**src/acs_defs.vh**
```
`ifndef ACS_DEFS_VH
`define ACS_DEFS_VH

// ----------------------------------------------------------------------------
// Register offsets (byte addresses)
// ----------------------------------------------------------------------------
`define ACS_REG_CTRL      5'h00
`define ACS_REG_SELECT    5'h04
`define ACS_REG_RESULT    5'h08
`define ACS_REG_STATUS    5'h0c
`define ACS_REG_IRQ_STAT  5'h10
`define ACS_REG_IRQ_MASK  5'h14
`define ACS_REG_DIVIDER   5'h18

// ----------------------------------------------------------------------------
// Field positions
// ----------------------------------------------------------------------------
`define ACS_CTRL_START    0
`define ACS_CTRL_CONT     1
`define ACS_IRQ_DONE      0
`define ACS_IRQ_OVR       1
`define ACS_RESULT_OVR    10

// ----------------------------------------------------------------------------
// Reset values and timing
// ----------------------------------------------------------------------------
`define ACS_CTRL_RST      2'h0
`define ACS_MASK_RST      2'h0
`define ACS_DIV_RST       8'h18
`define ACS_CLK_HZ        25000000
`define ACS_MAX_RATE_HZ   1000000
`define ACS_MIN_DIV       ((`ACS_CLK_HZ + `ACS_MAX_RATE_HZ - 1) / `ACS_MAX_RATE_HZ - 1)

`endif

```
**src/acs_adc_ctrl.v**
```verilog
// Local design decisions: register access over AXI4-Lite and the register addresses.
`timescale 1ns/1ns
`include "acs_defs.vh"

// Overview of operation
// - Convert selected input to 10 bits, demand or continuous
// - Coarse four MSBs then fine six LSBs
// - Clear picks input 0; write latches address
// - Undriven select inputs read as low
// - Power-down freezes data outputs
// - Drive data only while output enable low
// - Bit 9 is MSB, bit 0 LSB
module acs_adc_ctrl #(
    parameter SAMPLE_W = 12
) (
    // Clock and reset
    input  wire                  clk_sys,
    input  wire                  reset_n,
    // Channel select pins
    input  wire                  select_clear_n,
    input  wire                  write_n,
    input  wire                  channel_addr_bit2,
    input  wire                  channel_addr_bit1,
    input  wire                  channel_addr_bit0,
    input  wire                  low_power_hold,
    input  wire                  output_enable_n,
    // Sampled analog inputs, one word per channel
    input  wire [8*SAMPLE_W-1:0] analog_samples,
    // Data pins
    output reg  [9:0]            result_out,
    output reg  [9:0]            result_oe,
    output reg                   over_range_flag,
    output reg                   power_save,
    output reg  [2:0]            channel_sel,
    output reg                   irq,
    // AXI4-Lite slave
    input  wire [4:0]            s_axi_awaddr,
    input  wire                  s_axi_awvalid,
    output reg                   s_axi_awready,
    input  wire [31:0]           s_axi_wdata,
    input  wire [3:0]            s_axi_wstrb,
    input  wire                  s_axi_wvalid,
    output reg                   s_axi_wready,
    output reg  [1:0]            s_axi_bresp,
    output reg                   s_axi_bvalid,
    input  wire                  s_axi_bready,
    input  wire [4:0]            s_axi_araddr,
    input  wire                  s_axi_arvalid,
    output reg                   s_axi_arready,
    output reg  [31:0]           s_axi_rdata,
    output reg  [1:0]            s_axi_rresp,
    output reg                   s_axi_rvalid,
    input  wire                  s_axi_rready
);
    localparam ST_IDLE = 3'b001;
    localparam ST_CONV = 3'b010;
    localparam ST_WAIT = 3'b100;

    // ------------------------------------------------------------------------
    // Pin synchronisers
    // ------------------------------------------------------------------------
    reg  [6:0] pinMeta_q;
    reg  [6:0] pinSync_q;
    wire       clrN = pinSync_q[6];
    wire       wrN  = pinSync_q[5];
    wire [2:0] addr = pinSync_q[4:2];
    wire       pd   = pinSync_q[1];
    wire       oeN  = pinSync_q[0];

    always @(posedge clk_sys) begin
        // Reset state low matches the pull-downs on undriven pins.
        if (!reset_n) begin
            pinMeta_q <= 7'h00;
            pinSync_q <= 7'h00;
        end else begin
            pinMeta_q <= {select_clear_n, write_n, channel_addr_bit2, channel_addr_bit1,
                          channel_addr_bit0, low_power_hold, output_enable_n};
            pinSync_q <= pinMeta_q;
        end
    end

    // ------------------------------------------------------------------------
    // Registers and state
    // ------------------------------------------------------------------------
    reg  [1:0]  ctrl_q;
    reg  [1:0]  irqStat_q;
    reg  [1:0]  irqMask_q;
    reg  [7:0]  div_q;
    reg  [7:0]  divCnt_q;
    reg         startReq_q;
    reg  [2:0]  state_q;
    reg  [2:0]  chan_q;
    reg  [10:0] latest_q;
    reg  [9:0]  frozen_q;
    reg         frozenOvr_q;
    reg         awDone_q;
    reg         wDone_q;
    reg  [4:0]  awAddr_q;
    reg  [31:0] wData_q;
    reg  [3:0]  wStrb_q;

    wire        convDone;
    wire [9:0]  convResult;
    wire        convOvr;
    wire        tick     = (divCnt_q == 8'h00);
    wire        convGo   = (state_q == ST_IDLE) && !pd &&
                           (startReq_q || (ctrl_q[`ACS_CTRL_CONT] && tick));
    wire        wrFire   = awDone_q && wDone_q && !s_axi_bvalid;
    wire [31:0] divMin   = `ACS_MIN_DIV;
    wire [7:0]  divLimit = (divMin > 32'h000000ff) ? 8'hff : divMin[7:0];

    function [31:0] mergeStrb;
        input [31:0] oldv;
        input [31:0] newv;
        input [3:0]  strb;
        integer i;
        begin
            mergeStrb = oldv;
            for (i = 0; i < 4; i = i + 1) begin
                if (strb[i]) begin
                    mergeStrb[8*i +: 8] = newv[8*i +: 8];
                end
            end
        end
    endfunction

    wire [31:0] divMerged = mergeStrb({24'h0, div_q}, wData_q, wStrb_q);

    // ------------------------------------------------------------------------
    // Channel selection
    // ------------------------------------------------------------------------
    always @(posedge clk_sys) begin
        if (!reset_n) begin
            chan_q <= 3'h0;
        end else if (!clrN) begin
            chan_q <= 3'h0;
        end else if (!wrN) begin
            chan_q <= addr;
        end
    end

    // ------------------------------------------------------------------------
    // Conversion sequencing
    // ------------------------------------------------------------------------
    always @(posedge clk_sys) begin
        if (!reset_n) begin
            state_q  <= ST_IDLE;
            divCnt_q <= `ACS_DIV_RST;
        end else begin
            // Continuous-mode sample period never shorter than the 1 MHz ceiling.
            divCnt_q <= tick ? ((div_q < divLimit) ? divLimit : div_q)
                             : divCnt_q - 8'h01;
            case (state_q)
                ST_IDLE: begin
                    if (convGo) begin
                        state_q <= ST_CONV;
                    end
                end
                ST_CONV: begin
                    state_q <= ST_WAIT;
                end
                ST_WAIT: begin
                    if (convDone) begin
                        state_q <= ST_IDLE;
                    end
                end
                default: begin
                    state_q <= ST_IDLE;
                end
            endcase
        end
    end

    acs_two_step #(
        .SAMPLE_W (SAMPLE_W)
    ) u_two_step (
        .clk_sys   (clk_sys),
        .reset_n   (reset_n),
        .start     (state_q == ST_CONV),
        .sample    (analog_samples[chan_q*SAMPLE_W +: SAMPLE_W]),
        .done      (convDone),
        .result    (convResult),
        .overRange (convOvr)
    );

    // ------------------------------------------------------------------------
    // Result capture and data pins
    // ------------------------------------------------------------------------
    always @(posedge clk_sys) begin
        if (!reset_n) begin
            latest_q        <= 11'h000;
            frozen_q        <= 10'h000;
            frozenOvr_q     <= 1'b0;
            result_out      <= 10'h000;
            result_oe       <= 10'h000;
            over_range_flag <= 1'b0;
            power_save      <= 1'b0;
            channel_sel     <= 3'h0;
        end else begin
            if (convDone) begin
                latest_q <= {convOvr, convResult};
            end
            if (!pd) begin
                frozen_q    <= convDone ? convResult : latest_q[9:0];
                frozenOvr_q <= convDone ? convOvr : latest_q[10];
            end
            // Pins hold their word while powered down.
            result_out      <= frozen_q;
            over_range_flag <= frozenOvr_q;
            result_oe       <= {10{!oeN}};
            power_save      <= pd;
            channel_sel     <= chan_q;
        end
    end

    // ------------------------------------------------------------------------
    // AXI4-Lite write path
    // ------------------------------------------------------------------------
    always @(posedge clk_sys) begin
        if (!reset_n) begin
            s_axi_awready <= 1'b1;
            s_axi_wready  <= 1'b1;
            s_axi_bvalid  <= 1'b0;
            s_axi_bresp   <= 2'h0;
            awDone_q      <= 1'b0;
            wDone_q       <= 1'b0;
            awAddr_q      <= 5'h00;
            wData_q       <= 32'h00000000;
            wStrb_q       <= 4'h0;
            ctrl_q        <= `ACS_CTRL_RST;
            irqMask_q     <= `ACS_MASK_RST;
            div_q         <= `ACS_DIV_RST;
            startReq_q    <= 1'b0;
            irqStat_q     <= 2'h0;
            irq           <= 1'b0;
        end else begin
            if (s_axi_awvalid && s_axi_awready) begin
                awAddr_q      <= s_axi_awaddr;
                awDone_q      <= 1'b1;
                s_axi_awready <= 1'b0;
            end
            if (s_axi_wvalid && s_axi_wready) begin
                wData_q      <= s_axi_wdata;
                wStrb_q      <= s_axi_wstrb;
                wDone_q      <= 1'b1;
                s_axi_wready <= 1'b0;
            end
            if (convGo) begin
                startReq_q <= 1'b0;
            end
            if (wrFire) begin
                awDone_q     <= 1'b0;
                wDone_q      <= 1'b0;
                s_axi_bvalid <= 1'b1;
                s_axi_bresp  <= 2'h0;
                case (awAddr_q & 5'h1c)
                    `ACS_REG_CTRL: begin
                        ctrl_q[`ACS_CTRL_CONT] <= wStrb_q[0] ? wData_q[`ACS_CTRL_CONT]
                                                             : ctrl_q[`ACS_CTRL_CONT];
                        if (wStrb_q[0] && wData_q[`ACS_CTRL_START]) begin
                            startReq_q <= 1'b1;
                        end
                    end
                    `ACS_REG_IRQ_MASK: irqMask_q <= wStrb_q[0] ? wData_q[1:0] : irqMask_q;
                    `ACS_REG_DIVIDER:  div_q <= divMerged[7:0];
                    `ACS_REG_SELECT, `ACS_REG_RESULT, `ACS_REG_STATUS,
                    `ACS_REG_IRQ_STAT: s_axi_bresp <= 2'h0;
                    default: s_axi_bresp <= 2'h2;
                endcase
            end
            if (s_axi_bvalid && s_axi_bready) begin
                s_axi_bvalid  <= 1'b0;
                s_axi_awready <= 1'b1;
                s_axi_wready  <= 1'b1;
            end
            // Status bits: hardware set wins over write-one-to-clear.
            irqStat_q[`ACS_IRQ_DONE] <= (convDone) ? 1'b1 :
                ((wrFire && (awAddr_q & 5'h1c) == `ACS_REG_IRQ_STAT && wStrb_q[0] &&
                  wData_q[`ACS_IRQ_DONE]) ? 1'b0 : irqStat_q[`ACS_IRQ_DONE]);
            irqStat_q[`ACS_IRQ_OVR] <= (convDone && convOvr) ? 1'b1 :
                ((wrFire && (awAddr_q & 5'h1c) == `ACS_REG_IRQ_STAT && wStrb_q[0] &&
                  wData_q[`ACS_IRQ_OVR]) ? 1'b0 : irqStat_q[`ACS_IRQ_OVR]);
            irq <= |(irqStat_q & irqMask_q);
        end
    end

    // ------------------------------------------------------------------------
    // AXI4-Lite read path
    // ------------------------------------------------------------------------
    always @(posedge clk_sys) begin
        if (!reset_n) begin
            s_axi_arready <= 1'b1;
            s_axi_rvalid  <= 1'b0;
            s_axi_rdata   <= 32'h00000000;
            s_axi_rresp   <= 2'h0;
        end else begin
            if (s_axi_arvalid && s_axi_arready) begin
                s_axi_arready <= 1'b0;
                s_axi_rvalid  <= 1'b1;
                s_axi_rresp   <= 2'h0;
                case (s_axi_araddr & 5'h1c)
                    `ACS_REG_CTRL:     s_axi_rdata <= {30'h0, ctrl_q[1], startReq_q};
                    `ACS_REG_SELECT:   s_axi_rdata <= {29'h0, chan_q};
                    `ACS_REG_RESULT:   s_axi_rdata <= {21'h0, latest_q};
                    `ACS_REG_STATUS:   s_axi_rdata <= {28'h0, pd, !oeN,
                                                      state_q != ST_IDLE, startReq_q};
                    `ACS_REG_IRQ_STAT: s_axi_rdata <= {30'h0, irqStat_q};
                    `ACS_REG_IRQ_MASK: s_axi_rdata <= {30'h0, irqMask_q};
                    `ACS_REG_DIVIDER:  s_axi_rdata <= {24'h0, div_q};
                    default: begin
                        s_axi_rdata <= 32'h00000000;
                        s_axi_rresp <= 2'h2;
                    end
                endcase
            end
            if (s_axi_rvalid && s_axi_rready) begin
                s_axi_rvalid  <= 1'b0;
                s_axi_arready <= 1'b1;
            end
        end
    end
endmodule

```
**src/acs_two_step.v**
```verilog
`timescale 1ns/1ns

// ----------------------------------------------------------------------------
// Two-step quantiser: coarse 4 bits, then fine 6 bits from the residue.
// ----------------------------------------------------------------------------
module acs_two_step #(
    parameter SAMPLE_W = 12
) (
    // Clock and reset
    input  wire                clk_sys,
    input  wire                reset_n,
    // Request
    input  wire                start,
    input  wire [SAMPLE_W-1:0] sample,
    // Answer
    output reg                 done,
    output reg  [9:0]          result,
    output reg                 overRange
);
    reg        busy_q;
    reg  [3:0] coarse_q;
    reg  [5:0] residue_q;
    reg        ovr_q;

    always @(posedge clk_sys) begin
        if (!reset_n) begin
            busy_q    <= 1'b0;
            coarse_q  <= 4'h0;
            residue_q <= 6'h00;
            ovr_q     <= 1'b0;
            done      <= 1'b0;
            result    <= 10'h000;
            overRange <= 1'b0;
        end else begin
            done <= 1'b0;
            if (start && !busy_q) begin
                // Above full scale the code saturates and the flag rises.
                ovr_q <= |sample[SAMPLE_W-1:10];
                if (|sample[SAMPLE_W-1:10]) begin
                    coarse_q  <= 4'hf;
                    residue_q <= 6'h3f;
                end else begin
                    coarse_q  <= sample[9:6];
                    residue_q <= sample[5:0];
                end
                busy_q <= 1'b1;
            end else if (busy_q) begin
                result    <= {coarse_q, residue_q};
                overRange <= ovr_q;
                done      <= 1'b1;
                busy_q    <= 1'b0;
            end
        end
    end
endmodule

```
**config.mk**
```make
export PLATFORM = sky130hd
export DESIGN_NAME = acs_adc_ctrl
export DESIGN_NICKNAME = d
export VERILOG_FILES = /design/src/acs_adc_ctrl.v /design/src/acs_two_step.v
export VERILOG_INCLUDE_DIRS = /design/src
export SDC_FILE = /design/constraint.sdc
export NUM_CORES = 1
export LEC_CHECK = 0
export BUFFER_PORTS_ARGS = -buffer_cell sky130_fd_sc_hd__buf_2
export CAP_MARGIN = 20
export CORE_ASPECT_RATIO = 1.25
export CORE_MARGIN = 3
export CORE_UTILIZATION = 49
export CTS_CLUSTER_DIAMETER = 40
export DETAILED_ROUTE_END_ITERATION = 10
export HOLD_SLACK_MARGIN = 0.02
export PLACE_DENSITY = 0.8
export SLEW_MARGIN = 20
export SYNTH_ARGS = -nofsm -noshare
export SYNTH_HDL_FRONTEND = slang
export SYNTH_HIERARCHICAL = 1
export SYNTH_SLANG_ARGS = --single-unit
```
**constraint.sdc**
```tcl
create_clock -name clk_sys -period 2.91 [get_ports clk_sys]
set_input_delay 0.582 -clock clk_sys [delete_from_list [all_inputs] [get_ports clk_sys]]
set_output_delay 0.582 -clock clk_sys [all_outputs]
set_load 0.01 [all_outputs]
```
==> results of run 1 <==
cell families after synthesis:
kind of cell               share of synthesized area
buffers and inverters                         0.0848
DFF                                            0.460
adders and majority gates                    0.00420
other                                       0.000629
and+or+nand+nor                                0.150
muxes                                          0.175
xor gates and xnor gates                     0.00735
AOI/OAI and AO/OA                              0.118
worst max path at each step:
stage,end,slack (ns),cells past startpoint
3_3_place_gp,u_two_step/residue_q[5],0.50,5
3_5_place_dp,u_two_step/residue_q[5],0.48,5
5_1_grt,u_two_step/residue_q[3],0.41,4
2_1_floorplan,u_two_step/coarse_q[0],0.28,7
6_report,u_two_step/residue_q[5],0.52,4
4_1_cts,u_two_step/residue_q[3],0.52,4
registers in the layout (all words and copies together) (netlist names), 8 cells and up:
name / flops
divCnt_q: 8
div_q: 8
frozen_q: 10
latest_q: 11
result_out: 10
s_axi_rdata: 11
u_two_step/result: 10
wData_q: 8
worst register-to-register path, cell delays in order, from the launching register on:
cell and delay (ns):
dfxtp_2 0.55, mux4_2 0.54, mux2_2 0.28, or4b_4 0.63, o221a_2 0.28
cell usage in the layout (no fill, tap or decap), types with 18 or more instances in the layout:
master / count
dfxtp_1: 136
and2_1: 21
inv_1: 24
mux2_2: 18
mux4_2: 24
mux2i_1: 30
a21oi_1: 31
nand2_1: 54
conb_1: 23
nor2_1: 48
nand3_1: 18
buf_2: 168
metrics by stage:
step | cell area, sq um | util | power, mW | setup WS (ns) | hold WS [ns]
after floorplan | 6040 | - | 2.23 | 0.281 | 0.393
after global placement | 6730 | 0.574 | 2.34 | 0.501 | 0.418
after detailed placement | 6730 | 0.574 | 2.35 | 0.480 | 0.417
after CTS | 7370 | 0.629 | 4.64 | 0.518 | 0.357
after global routing | 7370 | 0.629 | 4.77 | 0.407 | 0.358
final | 7370 | 0.629 | 4.61 | 0.524 | 0.373
routing by layer:
metal	share of wire	GRT usage	up-vias
met3	0.060	0.0568	35
met4	0.020	0.0873	0
li1	-	-	2334
met1	0.43	0.278	2254
met5	0	0	-
met2	0.49	0.334	178
cell type report:
cell class | count | area [sq um] | share of cell area
multi-input combinational | 386 | 2800 | 0.379
sequential | 137 | 2740 | 0.372
timing repair buffer | 175 | 893 | 0.121
clock buffer | 19 | 453 | 0.0614
tap | 161 | 201 | 0.0273
clock inverter | 13 | 194 | 0.0263
inverter | 25 | 93.8 | 0.0127
power groups by stage:
stage / Sequential (mW) / Combinational, mW / Clock, mW
global placement: 2.01 / 0.330 / 0
CTS: 1.97 / 0.343 / 2.33
floorplan: 2.00 / 0.230 / 0
global route: 1.98 / 0.380 / 2.42
detailed placement: 2.01 / 0.341 / 0
finish: 1.97 / 0.345 / 2.30
==> metrics, run 1 <==
global route overflow 0; Yosys warning count 6; DRT Pass-1 Iters 5; hold path endpoint s_axi_wready; Leak Pwr ~3 nW; #FFs+latches synth 137; Worst slew margin 0.455; most frequent cells after synthesis dfxtp_1, nand2_1, nor2_1; Port Buffers about 170; Max clock buf depth 2; critical path required time between 3 and 4 ns; post-route ant nets 0; share of the synthesized area in the top cell type 0.460; height of the die 129 um; reg-to-reg slack, setup 0.52 ns; CP Launch Type register; Clk pwr share 0.498; placed cell count 884; number of synthesized flops with an enable pin 0; number of gates resized after cts 0; initial core utilization 0.508; Syn Area/Cell 10.0 sq um; worst r2r path cells 4; top cell type by total area after synthesis dfxtp_1; vias in the first global route 4580; Final setup violation count 0; switching share of total power 0.223; H-tree lvl count 4; Comb pwr share 0.075; initial antenna violation count 0; clock buffer count from CTS 17; Hold Fails Final Rpt 0; Post-synth ARST share 0; CP top delay family multiplexers; cells along the critical path mux4_2 > mux2_2 > or4b_4 > o221a_2; Max Cap Viol 0; Int Power between 3 and 4 mW; worst r2r dst u_two_step/residue_q[5]; Worst setup startpoint chan_q[0]; GR Util All Layers 0.212; hold buffers post-CTS 0; ANT cells 0; first-iteration detailed-routing DRC count between 200 and 300; Die Wd 105 um; Yosys cell types 59; largest net degree at the start of global routing 63; Fin Clk Skew slightly above 0.006 ns; Clock transition at path regs ~0.060 ns; Worst-Skew Late Latency 0.41 ns; outcome complete, no violations; row count 44; fin crit period 2.39 ns; Hold Crit Class primary input to register; cells after synthesis 596; Flop pwr share 0.427; worst r2r src chan_q[0]; Post-DP HPWL 10900 um; ys flop type dfxtp_1; Peak VDD IR 426 uV; worst path bufs/invs 0; die area 13500 sq um; Hold Path Cell Cnt 2; # IOs 223; via count 4801; Nets 900; core area 11700 sq um; clock root buffer clkbuf_16; Critical Path Fanout Max 12; worst slew pin tran just over 0.8 ns; post-CTS setup buffers 0; Slew Viols, Final 0; CTS tree done; first-pass GRT wire length 22600 um; Num Clock Sinks approximately 140; CP endpoint kind register; GP Congestion 0.855; synth-to-layout area growth 23.7%; P_sw 1.03 mW; wire length per cell 16.0 um; sequential cell area fraction in the yosys report 0.460; Critical Path AT about 2.7 ns; # fillers between 900 and 1000; share of layout cells above drive strength 1 0.336; HP Start s_axi_wvalid; slowest stage delay, CP 0.63 ns; Period Utilization, post-route 0.820; Non-Filler Instances about 900; WL final between 10000 and 15000 um; DRC 0; RSZ-0062 raised after global routing no; main area contributors after synthesis dfxtp_1, mux4_2, mux2i_1, buf_4, mux2_2; crit path kind register to register; most frequent cell after synthesis dfxtp_1; CP max-delay cell or4b_4; Highest Clock Rate about 420 MHz; Pwr Density 625 nW/um^2; setup TNS 0 ns; synthesized area 5960 sq um; DR vias/cell 5.24
Note: power is estimated with default switching activity, not from simulation.
==> run 2, diff against run 1 <==
==> constraint.sdc (replaced) <==
create_clock -name clk_sys -period 2.25 [get_ports clk_sys]
set_input_delay 0.45 -clock clk_sys [delete_from_list [all_inputs] [get_ports clk_sys]]
set_output_delay 0.45 -clock clk_sys [all_outputs]
set_load 0.01 [all_outputs]
==> run 2 against run 1 <==
- count of clock-buffer cells in the layout is 1 higher
- non-clock buffer count is 8 higher
- first-iteration DRC count is 35% higher
- critical path depth stayed put
- sequential share of layout area is 0.11 points lower
- cell area is 0.42% higher
==> metrics, run 2 (synthesis results as in run 1) <==
H-tree lvl count 4 (unchanged); post-route ant nets 0 (unchanged); GR Util All Layers 0.222 (+0.0109); GP Congestion 0.794 (-7.1%); height of the die 129 um (unchanged); worst r2r src chan_q[0]; Worst setup startpoint chan_q[0]; Clock transition at path regs 0.06 ns (about the same); P_sw 1.34 mW (+30%); crit path kind register to register; Non-Filler Instances 924 (+0.87%); DP Area 6820 sq um (+1.3%); outcome complete, no violations; HP Start select_clear_n; hold buffers post-CTS 0 (unchanged); Worst-Skew Late Latency 0.42 ns (about the same); wire length per cell 16.5 um (+3.6%); Die Wd 105 um (unchanged); Leak Pwr 3.05 nW (+1.5%); initial core utilization 0.508 (unchanged); worst slack at placement -0.0696 ns (-0.549 ns); Critical Path Fanout Max 11 (-1); Peak VDD IR 469 uV (+10%); Max clock buf depth 2 (unchanged); row count 44 (unchanged); Period Utilization, post-route 0.970 (+0.150); via count 4895 (+2.0%); Worst slew margin 0.490 (+0.0343); switching share of total power 0.234 (+0.0103); ANT cells 0 (unchanged); critical path required time 2.56 ns (-0.65 ns); Num Clock Sinks 137 (unchanged); fin crit period 2.18 ns (-0.204 ns); synth-to-layout area growth 24.2%; Final Instance Area 7410 sq um (+0.42%); RSZ-0062 raised after global routing no; Pwr Density 774 nW/um^2 (+24%); Max Cap Viol 0 (unchanged); global route overflow 0 (unchanged); vias in the first global route 4792 (+4.6%); CP endpoint kind register; first-iteration detailed-routing DRC count 367 (+35%); core area 11700 sq um (unchanged); Critical Path AT 2.49 ns (-0.19 ns); setup ws final 0.0679 ns (-0.456 ns); Highest Clock Rate 458 MHz (+9.3%); initial antenna violation count 0 (unchanged); Comb pwr share 0.080 (+0.005); Hold Fails Final Rpt 0 (unchanged); Nets 908 (+0.89%); share of layout cells above drive strength 1 0.342 (+0.00565); # IOs 223 (unchanged); DRT Pass-1 Iters 5 (unchanged); CP Launch Type register; DR vias/cell 5.30 (+1.1%); clock root buffer clkbuf_16; DRC 0 (unchanged); leading registers by flop count latest_q: 11 flops, s_axi_rdata: 11 flops; Flop pwr share 0.444 (+0.017); Int Power 4.39 mW (+23%); Power, Total 5.73 mW (+24%); die area 13500 sq um (unchanged); clock buffer count from CTS 17 (unchanged); Fin Clk Skew 0.00724 ns (+0.00105 ns); worst slew pin tran 0.765 ns (-0.0514 ns); WL final 15300 um (+4.5%); Slew Viols, Final 0 (unchanged); placed cell count 892 (+0.90%); first-pass GRT wire length 23600 um (+4.7%); largest net degree at the start of global routing 63 (unchanged); Hold Crit Class primary input to register; CTS tree done; Port Buffers 168 (unchanged); Final setup violation count 0 (unchanged); most common cell after layout, fill and taps aside buf_2; Post-DP HPWL 11400 um (+4.8%); commonest cells after routing, fill and taps aside buf_2, dfxtp_1, nand2_1; Clk pwr share 0.476 (-0.022)
[run 2: worst paths after layout]
| kind | end | slack (ns) | depth (start not counted) |
|---|---|---|---|
| worst min-delay path | pinMeta_q[6] | 0.24 | 2 |
| worst max register to register | u_two_step/residue_q[5] | 0.07 | 4 |
| worst min register to register | pinSync_q[5] | 0.43 | 1 |
| worst max-delay path | u_two_step/residue_q[5] | 0.07 | 4 |
[run 2: routing by layer]
layer / routed length, um / track usage
met4: 395 / 0.106
met2: 7610 / 0.370
met5: 0 / 0
met1: 6390 / 0.275
met3: 889 / 0.0523
[run 2: final cells by class]
type	count	area [sq um]
Clock buffer	20	447
Inverter	25	93.8
Multi-Input combinational cell	386	2800
Sequential cell	137	2750
Clock inverter	12	139
Tap cell	161	201
Timing Repair Buffer	183	978
Fill cell	980	4320
[run 2: metrics by stage]
stage	hold WS, ns	setup TNS [ns]	utilization
3_5_place_dp	0.423	-0.389	0.581
3_3_place_gp	0.417	-0.0286	0.581
5_1_grt	0.229	0	0.632
6_report	0.236	0	0.632
4_1_cts	0.225	0	0.631
2_1_floorplan	0.393	-0.731	-
[run 2: power groups by stage]
stage                     Sequential (mW)  Clock (mW)  Combinational [mW]
after floorplan                      2.59           0               0.299
after global placement               2.60           0               0.436
after detailed placement             2.60           0               0.450
after CTS                            2.55        2.76               0.456
after global routing                 2.56        2.87               0.502
final                                2.55        2.73               0.457
[run 2: what timing repair did]
action / in CTS / in global routing
buffers inserted: 0 / 0
resized for setup: 1 / 1
setup endpoints to repair: 2 / 10
[run 2: worst max-delay path, stage by stage, from the launching register on]
cell and delay (ns):
dfxtp_4 0.40, mux4_2 0.51, mux2_4 0.27, or4b_4 0.62, o221a_2 0.28
==> run 3, diff against run 2 <==
--- a/config.mk
+++ b/config.mk
@@ -10,11 +10,11 @@
 export CAP_MARGIN = 20
 export CORE_ASPECT_RATIO = 1.25
 export CORE_MARGIN = 3
-export CORE_UTILIZATION = 49
+export CORE_UTILIZATION = 40
 export CTS_CLUSTER_DIAMETER = 40
 export DETAILED_ROUTE_END_ITERATION = 10
 export HOLD_SLACK_MARGIN = 0.02
-export PLACE_DENSITY = 0.8
+export PLACE_DENSITY = 0.67
 export SLEW_MARGIN = 20
 export SYNTH_ARGS = -nofsm -noshare
 export SYNTH_HDL_FRONTEND = slang
==> run 3 against run 2 <==
- global-route usage is 4.1 points lower
- cell count increased by 1.8%
- first-iteration DRC count decreased by 24%
- sequential cell count unchanged
- count of clock-buffer cells in the layout fell by 2
- clock power grew 11%
- largest cell class unchanged
==> metrics, run 3 (synthesis results as in run 1) <==
outcome complete, no violations; core area 14500 sq um (+23%); Highest Clock Rate 452 MHz (-1.3%); largest net degree at the start of global routing 63 (unchanged); Peak VDD IR 415 uV (-11%); # IOs 223 (unchanged); Max Cap Viol 0 (unchanged); fin crit period 2.21 ns (+0.0296 ns); Worst setup startpoint chan_q[0]; RSZ-0062 raised after global routing yes; DRC 0 (unchanged); Post-DP HPWL 11600 um (+1.8%); CP endpoint kind register; ANT cells 0 (unchanged); synth-to-layout area growth 25.4%; initial antenna violation count 1 (+1); number of gates resized after cts 1 (unchanged); post-route ant nets 0 (unchanged); Hold Fails Final Rpt 0 (unchanged); row count 49 (+11%); Num Clock Sinks 137 (unchanged); Power, Total 6.03 mW (+5.1%); worst r2r src chan_q[0]; setup TNS 0 ns (unchanged); reg-to-reg slack, setup 0.04 ns (-0.03 ns); vias in the first global route 4676 (-2.4%); DP Area 6830 sq um (+0.13%); clock buffer count from CTS 17 (unchanged); DR vias/cell 5.11 (-3.5%); worst r2r path cells 4 (unchanged); first-iteration detailed-routing DRC count 280 (-24%); wire length per cell 16.2 um (-1.8%); Leak Pwr 3.07 nW (+0.72%); WL final 15300 um (about the same); GR Util All Layers 0.182 (-0.0408); DRT Pass-1 Iters 5 (unchanged); share of layout cells above drive strength 1 0.343 (+0.00131); Slew Viols, Final 0 (unchanged); Final Instance Area 7480 sq um (+0.96%); height of the die 142 um (+10%); clock root buffer clkbuf_16; via count 4809 (-1.8%); Final setup violation count 0 (unchanged); Hold Crit Class primary input to register; Fin Clk Skew 0.00933 ns (+0.00209 ns); post-layout util 0.517 (-0.115); critical path required time 2.55 ns (about the same); post-CTS setup buffers 0 (unchanged); CP Launch Type register; Critical Path Sink u_two_step/residue_q[5]; hold buffers post-CTS 0 (unchanged); die area 16400 sq um (+21%); final hold slack 0.236 ns (-0.0000890 ns); # fillers 1332 (+36%); Period Utilization, post-route 0.983 (+0.0132); H-tree lvl count 4 (unchanged); worst slew pin tran 0.749 ns (-0.0153 ns); GP Congestion 0.825 (+3.9%); Worst-Skew Late Latency 0.42 ns (about the same); Worst slew margin 0.500 (+0.0102); Critical Path Fanout Max 11 (unchanged); initial core utilization 0.412 (-0.0964); Port Buffers 168 (unchanged); Die Wd 115 um (+10%); leading registers by flop count latest_q: 11 flops, s_axi_rdata: 11 flops; CTS tree done; commonest cells after routing, fill and taps aside buf_2, dfxtp_1, nand2_1; Nets 908 (unchanged); first-pass GRT wire length 23500 um (-0.64%); Clock transition at path regs 0.06 ns (about the same); Pwr Density 806 nW/um^2 (+4.1%); global route overflow 0 (unchanged); crit path kind register to register; Critical Path AT 2.51 ns (+0.02 ns); most common cell after layout, fill and taps aside buf_2; HP Start s_axi_wvalid; worst r2r dst u_two_step/residue_q[5]; Max clock buf depth 2 (unchanged)
run 3: cell type report:
type	instances	area, sq um	share of cell area
multi-input cells	386	2800	0.374
inverters	25	93.8	0.0126
flip-flops and latches	137	2750	0.367
clock inverters	14	210	0.0281
repair buffers	183	966	0.129
well taps	178	223	0.0298
clock buffers	18	439	0.0587
run 3: worst min path at each step:
stage	end	cells after the start
6_report	s_axi_wready	2
2_1_floorplan	result_oe[0]	1
3_3_place_gp	pinSync_q[0]	1
4_1_cts	pinMeta_q[3]	2
3_5_place_dp	pinSync_q[1]	1
5_1_grt	pinMeta_q[3]	2
run 3: power breakdown:
group	internal, mW	switching (mW)	total [mW]
clock network	1.92	1.11	3.03
logic	0.221	0.232	0.452
registers	2.49	0.0536	2.55
total	4.63	1.40	6.03
run 3: stage by stage:
stage	cells	worst slack (ns)
finish	941	0.0383
global route	941	-0.0340
CTS	941	0.0329
detailed placement	909	-0.0584
global placement	909	-0.0310
floorplan	618	-0.0812
run 3: worst max-delay path, cell delays in order (launching register included):
cell and delay [ns]:
dfxtp_4 0.41, mux4_2 0.51, mux2_4 0.28, or4b_4 0.62, o221a_2 0.28
run 3: metal layers:
metal  routed length (um)  GRT usage
met5                    0          0
met4                  295     0.0655
met3                  904     0.0464
met2                 7790      0.295
met1                 6290      0.233
